$ cat src/hdl/rdc_defs.svh
// offsets, field positions, limits, sector bounds and counts of the converter host interface
// assumes inclusion by bare name from every design file that needs it
`ifndef RDC_DEFS_SVH
`define RDC_DEFS_SVH

`define RDC_FRAME_BITS 6'h20
`define RDC_BIT_COUNT_MAX 6'h3f
`define RDC_IDX_ANGLE_STATUS 8'h05
`define RDC_IDX_VELOCITY_STATUS 8'h06
`define RDC_CMD_INDEX_MSB 31
`define RDC_CMD_INDEX_LSB 24
`define RDC_RESULT_MAX_10BIT 12'h3ff
`define RDC_STRAP_COUNT 7
`define RDC_STRAP_SETTLE 2'h3
`define RDC_SECTOR_1 12'h2ab
`define RDC_SECTOR_2 12'h555
`define RDC_SECTOR_3 12'h800
`define RDC_SECTOR_4 12'haab
`define RDC_SECTOR_5 12'hd55

`endif

$ cat src/hdl/rdc_pkg.sv
// types shared by the converter host interface files
// assumes nothing beyond a SystemVerilog compiler
package rdc_pkg;

	typedef struct packed {
		logic parity;
		logic [11:0] value;
	} rdc_result_t;

	typedef struct packed {
		logic [7:0] index;
		logic [6:0] padHigh;
		logic parity;
		logic [3:0] padLow;
		logic [11:0] data;
	} rdc_reply_t;

	typedef struct packed {
		logic accel;
		logic res12;
		logic clkSel;
		logic outKind;
		logic commut;
		logic faultClear;
		logic resetN;
	} rdc_straps_t;

	typedef enum logic {
		SPI_IDLE,
		SPI_SHIFT
	} rdc_spi_state_t;

endpackage

$ cat src/hdl/rdc_spi_shifter.sv
// serial port slave shifter: oversamples clock, select and data pins on ref_clk
// assumes serial clock idles low and is well below a quarter of ref_clk
`timescale 1ns/10ps
`include "rdc_defs.svh"
module rdc_spi_shifter
	import rdc_pkg::*;
(
	// clock and reset
	input wire logic ref_clk,
	input wire logic rstn,
	// serial pins
	input wire logic sclkIn,
	input wire logic chipSelectN,
	input wire logic sdiIn,
	output logic sdoOut,
	output logic sdoOen,
	// word side
	input wire rdc_reply_t txWord,
	output logic frameDone,
	output logic [31:0] rxWord
);

	logic [2:0] sclkSync;
	logic [1:0] csnSync;
	logic [1:0] sdiSync;
	rdc_spi_state_t state;
	logic [5:0] bitCount;
	logic [31:0] rxShift;
	logic [31:0] txShift;

	// sync stage 0 is read only by stage 1
	wire sclkRise = sclkSync[1] & ~sclkSync[2];
	wire sclkFall = ~sclkSync[1] & sclkSync[2];
	wire csActive = ~csnSync[1];
	wire inFrame = (state == SPI_SHIFT);

	// a frame counts only with exactly 32 clocks
	assign frameDone = inFrame & ~csActive & (bitCount == `RDC_FRAME_BITS); // RULE2
	assign rxWord = rxShift;
	assign sdoOut = txShift[31]; // RULE2
	assign sdoOen = ~inFrame; // RULE1

	always_ff @(posedge ref_clk or negedge rstn)
	begin
		if (!rstn)
		begin
			sclkSync <= 3'h0;
			csnSync <= 2'h3;
			sdiSync <= 2'h0;
		end
		else
		begin
			sclkSync <= {sclkSync[1:0], sclkIn};
			csnSync <= {csnSync[0], chipSelectN};
			sdiSync <= {sdiSync[0], sdiIn};
		end
	end

	always_ff @(posedge ref_clk or negedge rstn)
	begin
		if (!rstn)
		begin
			state <= SPI_IDLE;
			bitCount <= 6'h00;
			rxShift <= 32'h0000_0000;
			txShift <= 32'h0000_0000;
		end
		else
		begin
			unique case (state)
				SPI_IDLE:
					if (csActive) // RULE3
					begin
						state <= SPI_SHIFT;
						bitCount <= 6'h00;
						txShift <= txWord;
					end
				SPI_SHIFT:
					if (!csActive)
						state <= SPI_IDLE;
					else
					begin
						if (sclkRise)
						begin
							rxShift <= {rxShift[30:0], sdiSync[1]}; // RULE2
							if (bitCount != `RDC_BIT_COUNT_MAX)
								bitCount <= bitCount + 6'h01;
						end
						if (sclkFall)
							txShift <= {txShift[30:0], 1'b0};
					end
			endcase
		end
	end
endmodule // rdc_spi_shifter

$ cat src/hdl/rdc_host_interface.sv
// host side digital interface of a resolver converter: serial polling of
// angle and velocity, strap decoding, fault latch, parallel and encoder outputs
// assumes results and diagnostics come from tracking logic on ref_clk
//
// What this block does
// RULE1: device is serial slave only; never drives serial clock or select.
// RULE2: frames are exactly 32 bits, most significant bit first both ways.
// RULE3: select is active low; clock and data ignored while it is high.
// RULE4: angle and velocity kept in registers the host may poll anytime.
// RULE5: resolution strap low gives 10-bit results 0..1023 on low ten lines.
// RULE6: resolution strap high gives 12-bit results 0..4095 on all twelve lines.
// RULE7: reserved resolution strap is held low outside; only the first strap counts.
// RULE8: accelerated-mode pin enables the tracking loop acceleration stage.
// RULE9: parity bit for angle in one status register, velocity in another.
// RULE10: fault output toward host, separate fault-clear input from host.
// RULE11: quadrature phases plus index emulated, or commutation signals instead.
// RULE12: host reset input resets the device.
// RULE13: clock strap low selects internal oscillator, high external crystal.
// RULE14: output-mode strap high gives parallel data, low encoder signals.
// RULE15: velocity is two's complement; 10-bit mode sign-fills top two lines.
// RULE16: parity is even over active result bits, updated with its word.
`timescale 1ns/10ps
`include "rdc_defs.svh"
module rdc_host_interface
	import rdc_pkg::*;
(
	// clock and reset
	input wire logic ref_clk,
	input wire logic rstn,
	// serial port pins
	input wire logic sclkIn,
	input wire logic chipSelectN,
	input wire logic sdiIn,
	output logic sdoOut,
	output logic sdoOen,
	// strap and host control pins
	input wire logic accelEnablePin,
	input wire logic resolutionSelectPin,
	input wire logic clockSourceSelect,
	input wire logic outputKindSelect,
	input wire logic commutationSelect,
	input wire logic faultClearIn,
	input wire logic resetNIn,
	output logic faultOut,
	// tracking loop side
	input wire logic [11:0] angleIn,
	input wire logic [11:0] velocityIn,
	input wire logic resultValid,
	input wire logic diagFault,
	output logic accelEnable,
	output logic externalOscSelect,
	output logic softReset,
	// shared parallel and encoder lines
	output logic [11:0] parallelResultBus,
	output logic quadPhaseA,
	output logic quadPhaseB,
	output logic quadIndex
);

	logic [`RDC_STRAP_COUNT-1:0] strapBits;
	rdc_straps_t strap;
	logic [1:0] settleCount;
	logic clkTaken;
	rdc_result_t angleReg;
	rdc_result_t velocityReg;
	rdc_reply_t txWord;
	logic frameDone;
	logic [31:0] rxWord;

	wire [`RDC_STRAP_COUNT-1:0] pinRaw = {accelEnablePin, resolutionSelectPin, clockSourceSelect,
		outputKindSelect, commutationSelect, faultClearIn, resetNIn};

	// every pin passes two flops before use
	for (genvar i = 0; i < `RDC_STRAP_COUNT; i++)
	begin : g_pin_sync
		logic meta;
		logic held;
		always_ff @(posedge ref_clk or negedge rstn)
		begin
			if (!rstn)
			begin
				meta <= 1'b0;
				held <= 1'b0;
			end
			else
			begin
				meta <= pinRaw[i];
				held <= meta;
			end
		end
		assign strapBits[i] = held;
	end

	assign strap = rdc_straps_t'(strapBits);
	assign softReset = ~strap.resetN; // RULE12
	assign accelEnable = strap.accel; // RULE8

	// the second resolution strap is never read; the first alone decides
	wire res12 = strap.res12; // RULE7
	wire [11:0] angleAct = res12 ? angleIn : {2'b00, angleIn[11:2]}; // RULE5 RULE6
	wire [11:0] velocityAct = res12 ? velocityIn
		: {{2{velocityIn[11]}}, velocityIn[11:2]}; // RULE15
	// sign fill adds two equal bits, so the full xor equals the active xor
	wire angleParity = ^angleAct; // RULE16
	wire velocityParity = ^velocityAct; // RULE16

	wire [7:0] cmdIndex = rxWord[`RDC_CMD_INDEX_MSB:`RDC_CMD_INDEX_LSB];
	wire selAngle = (cmdIndex == `RDC_IDX_ANGLE_STATUS);
	wire selVelocity = (cmdIndex == `RDC_IDX_VELOCITY_STATUS);
	wire rdc_result_t selResult = selAngle ? angleReg
		: (selVelocity ? velocityReg : 13'h0000);
	wire rdc_reply_t nextReply = {cmdIndex, 7'h00, selResult.parity, 4'h0, selResult.value};

	// encoder emulation from the held angle
	wire [11:0] fullAngle = res12 ? angleReg.value : {angleReg.value[9:0], 2'b00};
	wire encA = angleReg.value[1];
	wire encB = angleReg.value[1] ^ angleReg.value[0];
	wire encZ = (angleReg.value == 12'h000);
	wire comU = (fullAngle < `RDC_SECTOR_3);
	wire comV = (fullAngle >= `RDC_SECTOR_2) && (fullAngle < `RDC_SECTOR_5);
	wire comW = (fullAngle >= `RDC_SECTOR_4) || (fullAngle < `RDC_SECTOR_1);
	wire next_phaseA = strap.commut ? comU : encA; // RULE11
	wire next_phaseB = strap.commut ? comV : encB; // RULE11
	wire next_index = strap.commut ? comW : encZ; // RULE11
	wire [11:0] next_parallel = strap.outKind ? angleReg.value
		: {9'h000, next_index, next_phaseB, next_phaseA}; // RULE14

	rdc_spi_shifter u_shifter (
		.ref_clk(ref_clk),
		.rstn(rstn),
		.sclkIn(sclkIn),
		.chipSelectN(chipSelectN),
		.sdiIn(sdiIn),
		.sdoOut(sdoOut),
		.sdoOen(sdoOen),
		.txWord(txWord),
		.frameDone(frameDone),
		.rxWord(rxWord)
	);

	// clock strap is a level caught once the synchroniser has settled
	always_ff @(posedge ref_clk or negedge rstn)
	begin
		if (!rstn)
		begin
			settleCount <= 2'h0;
			clkTaken <= 1'b0;
			externalOscSelect <= 1'b0;
		end
		else if (settleCount != `RDC_STRAP_SETTLE)
			settleCount <= settleCount + 2'h1;
		else if (!clkTaken)
		begin
			clkTaken <= 1'b1;
			externalOscSelect <= strap.clkSel; // RULE13
		end
	end

	always_ff @(posedge ref_clk or negedge rstn)
	begin
		if (!rstn)
		begin
			angleReg <= 13'h0000;
			velocityReg <= 13'h0000;
		end
		else if (softReset)
		begin
			angleReg <= 13'h0000; // RULE12
			velocityReg <= 13'h0000;
		end
		else if (resultValid)
		begin
			angleReg <= {angleParity, angleAct}; // RULE4 RULE9
			velocityReg <= {velocityParity, velocityAct}; // RULE4 RULE9
		end
	end

	// answer goes out in the frame after the command
	always_ff @(posedge ref_clk or negedge rstn)
	begin
		if (!rstn)
			txWord <= 32'h0000_0000;
		else if (frameDone)
			txWord <= nextReply; // RULE4
	end

	// a new fault wins over a clear in the same cycle
	always_ff @(posedge ref_clk or negedge rstn)
	begin
		if (!rstn)
			faultOut <= 1'b0;
		else if (softReset)
			faultOut <= 1'b0;
		else if (diagFault)
			faultOut <= 1'b1; // RULE10
		else if (strap.faultClear)
			faultOut <= 1'b0; // RULE10
	end

	always_ff @(posedge ref_clk or negedge rstn)
	begin
		if (!rstn)
		begin
			parallelResultBus <= 12'h000;
			quadPhaseA <= 1'b0;
			quadPhaseB <= 1'b0;
			quadIndex <= 1'b0;
		end
		else
		begin
			parallelResultBus <= next_parallel;
			quadPhaseA <= next_phaseA;
			quadPhaseB <= next_phaseB;
			quadIndex <= next_index;
		end
	end
endmodule // rdc_host_interface

$ cat config.mk
export PLATFORM = sky130hd
export DESIGN_NAME = rdc_host_interface
export DESIGN_NICKNAME = d
export VERILOG_FILES = /design/src/hdl/rdc_pkg.sv /design/src/hdl/rdc_spi_shifter.sv /design/src/hdl/rdc_host_interface.sv
export VERILOG_INCLUDE_DIRS = /design/src /design/src/hdl
export SDC_FILE = /design/constraint.sdc
export NUM_CORES = 1
export LEC_CHECK = 0
export BUFFER_PORTS_ARGS = -buffer_cell sky130_fd_sc_hd__clkbuf_2
export CAP_MARGIN = 20
export CELL_PAD_IN_SITES_DETAIL_PLACEMENT = 0
export CELL_PAD_IN_SITES_GLOBAL_PLACEMENT = 1
export CORE_ASPECT_RATIO = 0.5
export CORE_MARGIN = 3
export CORE_UTILIZATION = 30
export DETAILED_ROUTE_END_ITERATION = 12
export GPL_TIMING_DRIVEN = 0
export PLACE_DENSITY_LB_ADDON = 0.1
export SETUP_SLACK_MARGIN = 0.02
export SLEW_MARGIN = 20
export SYNTH_ARGS = -nofsm -noshare
export SYNTH_HDL_FRONTEND = slang
export SYNTH_SLANG_ARGS = --single-unit
export TNS_END_PERCENT = 1
$ cat constraint.sdc
create_clock -name ref_clk -period 5 [get_ports ref_clk]
set_clock_uncertainty 0.2 [all_clocks]
set_input_delay 0.25 -clock ref_clk [delete_from_list [all_inputs] [get_ports ref_clk]]
set_output_delay 0.25 -clock ref_clk [all_outputs]
set_load 0.02 [all_outputs]
# Yosys cells after proc, flatten, opt, wreduce, memory -nomap -nowiden
# Cells that the tools add are included.
[word_totals]
reg_bits = 159
in_bits = 38
output_inout_bits = 21
elab_cells = 102
[op_classes]
n_addsub = 2
n_lt_le_gt_ge = 5
eq_ne = 12
muxes = 26
bitwise = 12
reduce_logical = 9
[op_table]
columns = ["operator", "count"]
rows = [
  ["two-way mux 32 bit", 3],
  ["two-way mux 13 bit", 6],
  ["case mux 32 bit (2 select lines)", 1],
  ["two-way mux 12 bit", 3],
  ["< comparator 12 bit (second input constant)", 2],
  ["two-way mux 6 bit", 4],
  ["parity 12 bit", 2],
  ["equality test 8 x 3 -> 1 bit (second input constant)", 2],
  ["!= test 2 bit (second input constant)", 7],
  ["greater-or-equal comparator 12 x 11 -> 1 bit (second input constant)", 1],
  ["greater-or-equal comparator 12 bit (second input constant)", 1],
  ["zero test 12 bit", 1],
  ["< comparator 12 x 10 -> 1 bit (second input constant)", 1],
  ["case mux 6 bit (2 select lines)", 1],
  ["two-way mux 11 bit", 1],
  ["two-way mux 1 bit", 7],
  ["inverter 1 bit", 7],
  ["adder 6 x 1 -> 6 bit (second input constant)", 1],
  ["equality test 6 bit (second input constant)", 1],
  ["!= test 6 bit (second input constant)", 1],
  ["AND reduction 3 bit", 2],
  ["AND 1 bit", 4],
  ["AND reduction 4 bit", 1],
  ["!= test 3 x 2 -> 1 bit (second input constant)", 1],
  ["other kinds (5)", 5],
]

# Depth between registers and ports, before layout
# Gate-level depths: netlist of run 1.
[logic_depth]
depth_word = 5
mapped_depth = 7
mapped_depth_nobuf = 7

# By module
# From an unflattened synthesis of run 1, not the netlist that was laid out.
[unflattened]
cells_unflattened = 629
area_unflattened_um2 = 7103.1
[modules_own_cells]
columns = ["module", "instances", "cells_per_inst", "area_each_um2", "seq_area_each_um2"]
rows = [
  ["rdc_host_interface", 1, 368, 3861.2, 2026.9],
  ["rdc_spi_shifter", 1, 261, 3241.9, 1954.4],
]

# Worst setup path before layout of run 1
# Ideal clock, no wire load.
[synth_timing]
kind = "register to register"
start = "reg u_shifter.bitCount[0]"
end = "reg txWord[29] (netlist name)"
setup_ns = 0.125
t_arrival_ns = 1.578
t_required_ns = 4.675
setup_slack_ns = 3.097
path_stages_with_launch = 7
n_path_buf = 1
synth_period_minus_slack_ns = 1.903
path_cell_list = "dfrtp_1 -> inv_1 -> ha_1 -> nand4b_1 -> nor4_4 -> buf_4 -> mux2_2"
[synth_via]
elab_chain_cells = 2
[synth_rtl]
columns = ["element", "line_no", "text"]
rows = [
  ["start, declared", "rdc_spi_shifter.sv:27", "logic [5:0] bitCount;"],
  ["start signal, assigned", "rdc_spi_shifter.sv:87", "bitCount <= bitCount + 6'h01;"],
  ["equality test 6 bit (no source line)", "--", ""],
  ["AND 1 bit", "rdc_spi_shifter.sv:38", "assign frameDone = inFrame & ~csActive & (bitCount == `RDC_FRAME_BITS);"],
]
# No other way between the ends.
# A chain may end at the register's enable or synchronous reset.

# Worst setup path after layout of run 1
[layout_timing]
start = "reg g_pin_sync[5].held"
end = "reg angleReg[6] (netlist name)"
[layout_via]
elab_chain_cells = 3
[layout_rtl]
columns = ["element", "line_no", "text"]
rows = [
  ["start, declared", "rdc_host_interface.sv:77", "logic held;"],
  ["start signal, assigned", "rdc_host_interface.sv:88", "held <= meta;"],
  ["two-way mux 12 bit", "rdc_host_interface.sv:100", "wire [11:0] angleAct = res12 ? angleIn : {2'b00, angleIn[11:2]};"],
  ["two-way mux 13 bit", "rdc_host_interface.sv:171", "else if (resultValid)"],
  ["two-way mux 13 bit", "rdc_host_interface.sv:166", "else if (softReset)"],
  ["end signal, assigned", "rdc_host_interface.sv:173", "angleReg <= {angleParity, angleAct};"],
  ["end, declared", "rdc_host_interface.sv:64", "rdc_result_t angleReg;"],
]
# No other way between the ends. The select of a mux whose other input is x is not followed.

==> results of run 1 <==
[power breakdown]
group	switching [mW]	total (mW)	internal [mW]
logic	0.181	0.314	0.134
clock network	0.548	1.33	0.782
registers	0.0360	1.38	1.34
total	0.765	3.02	2.26
[worst register-to-register path: cells and delay by family (launching register included)]
family	cells	cell delay, ps
buf+inv	4	1430
flops	1	330
compound gates	1	220
mux	1	110
[per-layer routing]
| metal | GRT usage [%] | vias up |
|---|---|---|
| met4 | 3.21 | 0 |
| met2 | 20.8 | 65 |
| met1 | 19.2 | 2303 |
| met5 | 0 | - |
| met3 | 3.55 | 10 |
| li1 | - | 2288 |
[what timing repair did]
item / CTS / global route
hold buffers: 25 / 0
endpoints found under the hold margin: 121 / 0
endpoints found under the setup margin: 0 / 0
buffers inserted: 0 / 0
[cell type report]
class / count / area [sq um] / share of cell area (%)
tap: 300 / 375 / 4.40
inverter: 15 / 63.8 / 0.749
sequential: 159 / 3980 / 46.7
buffer: 40 / 190 / 2.23
clock buffer: 22 / 474 / 5.56
multi-input combinational: 376 / 2710 / 31.8
timing repair buffer: 84 / 599 / 7.03
clock inverter: 10 / 126 / 1.48
[flip-flops by register name, indices dropped and copies added (netlist names), 6 cells and up]
| register | flops |
|---|---|
| u_shifter.rxWord | 32 |
| u_shifter.txShift | 32 |
| txWord | 21 |
| angleReg | 13 |
| velocityReg | 13 |
| parallelResultBus | 12 |
| g_pin_sync.meta | 7 |
| g_pin_sync.held | 6 |
| u_shifter.bitCount | 6 |
[placed cells by master (no fill, tap or decap), drive strengths merged, types with 2 or more instances in the layout]
cell type / synthesis / routed
a211oi: 24 / 24
a21oi: 32 / 32
a22o: 14 / 14
a22oi: 13 / 13
a31oi: 2 / 2
and2: 7 / 7
buf: 22 / 24
bufinv: 0 / 2
clkbuf: 18 / 97
clkinv: 1 / 3
clkinvlp: 0 / 3
dfrtp: 157 / 157
dfstp: 2 / 2
dlygate4sd3: 0 / 25
ha: 4 / 4
inv: 14 / 17
mux2: 43 / 43
mux2i: 48 / 48
nand2: 36 / 36
nand2b: 4 / 4
nand3: 6 / 6
nand3b: 2 / 2
nor2: 46 / 46
nor2b: 3 / 3
nor3: 4 / 4
nor3b: 4 / 4
nor4: 3 / 3
o21ai: 37 / 37
o32ai: 2 / 2
xnor2: 14 / 14
xor2: 11 / 11
[through the flow]
stage	hold slack, ps	utilization (%)	total power, mW	std cells	instance area [sq um]
2_1_floorplan	-246	-	1.58	590	6950
3_3_place_gp	132	34.3	1.70	947	7610
3_5_place_dp	-21.7	34.5	1.71	949	7670
4_1_cts	2.71	38.4	3.07	1006	8520
5_1_grt	16.6	38.4	3.17	1006	8520
6_report	25.7	38.4	3.02	1006	8520
[kinds of logic (layout without fill, tap and decap cells)]
logic type | count (synthesis) | after routing | share of synthesized area [%]
multiplexers | 91 | 91 | 13.9
flip-flops | 159 | 159 | 57.3
buffers and inverters | 55 | 171 | 3.66
AO/OA/AOI/OAI | 133 | 133 | 12.5
AND/OR/NAND/NOR | 122 | 122 | 8.47
adder cells (fa/ha/maj) | 4 | 4 | 0.720
XOR/XNOR | 26 | 26 | 3.48
[final timing paths]
| path | slack (ps) | to | from |
|---|---|---|---|
| max | 2640 | angleReg[6] | g_pin_sync[5].held |
| min | 30 | angleReg[9] | angleIn[9] |
| max reg2reg | 2640 | angleReg[6] | g_pin_sync[5].held |
| min reg2reg | 150 | u_shifter.sdiSync[1] | u_shifter.sdiSync[0] |
| max in group asynchronous | 3570 | u_shifter.rxWord[9] | rstn |
| min in group asynchronous | 90 | faultOut | rstn |
==> results.cfg, run 1 <==
[route]
post_drt_via_cell_ratio = 4.64
topRoutingLayerUsed = met4
routedWlPerCell_um = 16.1
wl_met3_um = 607
drt_pass1_iterations = 4
wirelength_mm = 16.2
routed-wl-met2_mm = 7.28
vias = 4666
met1_length_mm = 8.16
remaining_drc_errors = 0
route.antenna.remaining_nets = 0
drt-initial-drc-count = 323

[yosys]
synth_common_cells = 157 x sky130_fd_sc_hd__dfrtp_1, 48 x sky130_fd_sc_hd__mux2i_1, 46 x sky130_fd_sc_hd__nor2_1
synth_async_sr_flop_share_pct = 100
synth_fp_nets = 632
synth.yosys.seq_area_share_pct = 57.3
synthesis.area_per_instance_sq_um = 11.8
post_syn_area_sq_mm = 0.00695
ys.flop_type = sky130_fd_sc_hd__dfrtp_1
netlist_top_cells_area = sky130_fd_sc_hd__dfrtp_1 57%, sky130_fd_sc_hd__mux2_2 7.0%, sky130_fd_sc_hd__mux2i_1 6.9%, sky130_fd_sc_hd__a211oi_1 2.6%, sky130_fd_sc_hd__nor2_1 2.5%
synth.distinct_cells = 53
gate_count_after_technology_mapping = 590
yosys.area.top_type = sky130_fd_sc_hd__dfrtp_1
synthesis.yosys.warnings = 0
synth-seq-cells = 159
synth_enable_flop_cells = 0
post-synth-top-count-cell = sky130_fd_sc_hd__dfrtp_1
netlist.area_leader.share_pct = 56.6

[worst_hold_path]
min_path_cells = 3
timing.hold.worst.class = input port to flop

[worst_setup_path]
setup.worst_path.end_class = flop
critical_setup_path_kind = flop to flop
worst_stage_delay_on_the_critical_path_ps = 560
critical_path_data_arrival_time_ps = 2500
required_ps = 5140
timing.critical_path.from_type = flop
worstSetupPathDepth = 6
critPathMaxFanout = 10
top_cell_by_count_worst_path = sky130_fd_sc_hd__buf_2
critical_path_buf_inv_count = 4
cpLargestDelayFamily = buffers and inverters
worstRegToRegCells = 6
timing.critical_path.cells = buf_2 -> buf_2 -> buf_2 -> mux2i_1 -> dlygate4sd3_1 -> a211oi_1
critical_path.slowest_cell = sky130_fd_sc_hd__dlygate4sd3_1

[timing]
worst_slew_pin_slew_ps = 640
tns_ps = 0
period_share_pct = 47.3
slew-limit-headroom_pct = 57.3
timing.final.hold_violations = 0
report.final.slew_viol_count = 0
timing.final.ws_setup_ps = 2640
fmax_ghz = 0.423
period_minus_slack_ps = 2360
rsz0062_at_grt = false
setup_violations = 0

[floorplanning]
die_height_um = 114
rows = 38
io-pin-count = 59
initial_core_util_pct = 31.3
die_outline_area_sq_mm = 0.0251
die_width_um = 221
area_of_the_placeable_core_sq_mm = 0.0222

[global_routing]
global_route.usage.total_pct = 13.5
number_of_global_route_vias_before_repair = 4780
initial_antenna_violation_count = 0
grt_first_pass_wirelength_mm = 26.7
grt_overflow_total = 0
grt_max_degree = 70

[power_and_ir_drop]
power.leakage_nw = 3.93
irDropWorstVdd_uv = 195
power_per_cell_area_mw_per_mm2 = 355

[clock_tree]
max-clock-path-buffers = 2
cts_tree = built
htreeDepth = 4
cts-buffers-inserted = 17
clock_sink_count = 159
cts.root.buffer_cell = sky130_fd_sc_hd__clkbuf_16
post_cts_resize_count = 0
clock_slew_at_the_register_clock_pins_of_the_worst_setup_and_hold_paths_ps = 70
clk_latency_ps = 430

[status]
outcome = completed

[place]
post-dp-hpwl_mm = 11.1
port_buffers = 57
gp_congestion = 0.712
dpl_worst_slack_ps = 2740

[cells_and_area]
area_growth_pct = 22.7
fillers = 2181
drive_above_1_share_pct = 22.9
final_nets = 735
antenna-diode-count = 0

[flow_run]
cap_violations = 0
Note: power is estimated with default switching activity, not from simulation.
==> run 2: changes to the inputs <==
- clock period: 5 -> 2 ns (I/O delays scaled with it)
==> results.cfg, run 2 (synthesized netlist as in run 1, its figures left out) <==
[floorplanning]
initial_core_util_pct = 31.3
area_of_the_placeable_core_sq_mm = 0.0222
io-pin-count = 59
rows = 38
die_height_um = 114
die_outline_area_sq_mm = 0.0251
die_width_um = 221

[cells_and_area]
fillers = 2150
mostFrequentLayoutCells = 154 x sky130_fd_sc_hd__dfrtp_1, 59 x sky130_fd_sc_hd__clkbuf_2, 48 x sky130_fd_sc_hd__mux2i_1
final_nets = 755
antenna-diode-count = 0
area_growth_pct = 27.3
area.sequential_sq_mm = 0.00399
post_layout_nonfiller_instances = 1026
multi_input_comb_area_sq_mm = 0.00278
layout.cells.most_common = sky130_fd_sc_hd__dfrtp_1
postLayoutCellArea_sq_mm = 0.00884
drive_above_1_share_pct = 25.8

[worst_setup_path]
critical_path.slowest_cell = sky130_fd_sc_hd__dfrtp_1
critPathMaxFanout = 10
required_ps = 2150
cpLargestDelayFamily = simple AND/OR/NAND/NOR gates
setup.reg_to_reg.worst_slack_ps = 5
critical_setup_path_kind = flop to flop
worstRegToRegCells = 6
critical_path_data_arrival_time_ps = 2150
timing.critical_path.from_type = flop
worst_stage_delay_on_the_critical_path_ps = 420
setup.worst_path.end_class = flop
timing.critical_path.cells = nor4_2 -> nand3b_1 -> nor3b_4 -> buf_6 -> a22oi_1 -> a21oi_1
worstSetupPathDepth = 6
critical_path_buf_inv_count = 1

[global_routing]
number_of_global_route_vias_before_repair = 4857
global_route.usage.total_pct = 13.8
initial_antenna_violation_count = 0
grt_max_degree = 70
grt_first_pass_wirelength_mm = 27.2
grt_overflow_total = 0

[clock_tree]
clock_sink_count = 159
clk_latency_ps = 430
htreeDepth = 4
cts-buffers-inserted = 17
cts.root.buffer_cell = sky130_fd_sc_hd__clkbuf_16
clock_slew_at_the_register_clock_pins_of_the_worst_setup_and_hold_paths_ps = 70
cts_tree = built
max-clock-path-buffers = 2

[status]
outcome = completed

[timing]
timing.final.hold_violations = 0
period_minus_slack_ps = 2000
rsz0062_at_grt = true
slew-limit-headroom_pct = 61.0
period_share_pct = 99.8
setup_violations = 0
tns_ps = 0
final.hold.worst_slack_ps = 9.00
report.final.slew_viol_count = 0
worst_slew_pin_slew_ps = 586
fmax_ghz = 0.501

[route]
drt_pass1_iterations = 4
route.antenna.remaining_nets = 0
drt-initial-drc-count = 258
remaining_drc_errors = 0
wirelength_mm = 16.5
post_drt_via_cell_ratio = 4.68
vias = 4802
routedWlPerCell_um = 16.1

[place]
placed_instance_area_sq_mm = 0.00767
post-dp-hpwl_mm = 11.1
placed_cells_incl_taps = 949
gp_congestion = 0.712
port_buffers = 57

[worst_hold_path]
min_path_cells = 2
timing.hold.worst.class = input port to flop

[power_and_ir_drop]
power_per_cell_area_mw_per_mm2 = 859
irDropWorstVdd_uv = 483
power.leakage_nw = 4.05

[flow_run]
cap_violations = 0
## run 2: changes by cell type in the layout (fill, tap and decap cells not counted), moves of 4 or more
cell | previous run | this run
sky130_fd_sc_hd__dlygate4sd3_1 | 25 | 38
sky130_fd_sc_hd__mux2_2 | 43 | 38
sky130_fd_sc_hd__buf_6 | 0 | 4
sky130_fd_sc_hd__mux2_4 | 0 | 5
sky130_fd_sc_hd__buf_2 | 14 | 9
sky130_fd_sc_hd__clkbuf_4 | 0 | 5
sky130_fd_sc_hd__buf_4 | 6 | 11
sky130_fd_sc_hd__clkbuf_1 | 20 | 14
## run 2: timing repair
action | 4_1_cts | 5_1_grt
endpoints found under the hold margin | 133 | 0
hold buffers | 39 | 0
gates resized for setup | 24 | 11
setup endpoints to repair | 28 | 47
buffers inserted | 7 | 2
pin swaps | 7 | 16
## run 2: area by class of cell
cell class / count / area share, %
clock inverter: 10 / 1.43
sequential: 159 / 45.1
multi-input combinational: 376 / 31.4
buffer: 37 / 2.45
clock buffer: 22 / 5.36
timing repair buffer: 107 / 9.30
tap: 300 / 4.25
inverter: 15 / 0.722
## run 2: path summary, 6_finish.rpt
kind / startpoint / endpoint
worst min-delay path: resultValid / velocityReg[4]
worst min register to register: u_shifter.sdiSync[0] / u_shifter.sdiSync[1]
min in group asynchronous: rstn / g_pin_sync[2].held
worst max register to register: u_shifter.rxWord[30] / txWord[4]
max in group asynchronous: rstn / u_shifter.rxWord[9]
worst max-delay path: u_shifter.rxWord[30] / txWord[4]
## run 2: through the flow
| stage | util, % | setup slack [ps] | power [mW] |
|---|---|---|---|
| after floorplan | - | 97.3 | 3.95 |
| after global placement | 34.3 | -2410 | 4.25 |
| after detailed placement | 34.5 | -262 | 4.27 |
| after CTS | 39.6 | -50.9 | 7.71 |
| after global routing | 39.8 | -121 | 7.95 |
| final | 39.8 | 4.52 | 7.59 |
## run 2: per-layer routing
metal,GRT usage (%),vias up,part of all wire (%)
met5,0,-,0
met4,3.21,0,0.96
met3,3.39,13,3.2
met2,21.3,78,45
met1,19.6,2381,51
li1,-,2330,-
## run 2: power by group
part	internal [mW]	total [mW]	switching, mW
clock network	1.96	3.32	1.37
registers	3.36	3.47	0.108
logic	0.358	0.803	0.445
total	5.67	7.59	1.92
## run 2: worst reg2reg max path, cell delays in order, from the launching register on
cell	delay, ps
sky130_fd_sc_hd__dfrtp_1	420
sky130_fd_sc_hd__nor4_2	310
sky130_fd_sc_hd__nand3b_1	210
sky130_fd_sc_hd__nor3b_4	330
sky130_fd_sc_hd__buf_6	190
sky130_fd_sc_hd__a22oi_1	110
sky130_fd_sc_hd__a21oi_1	160
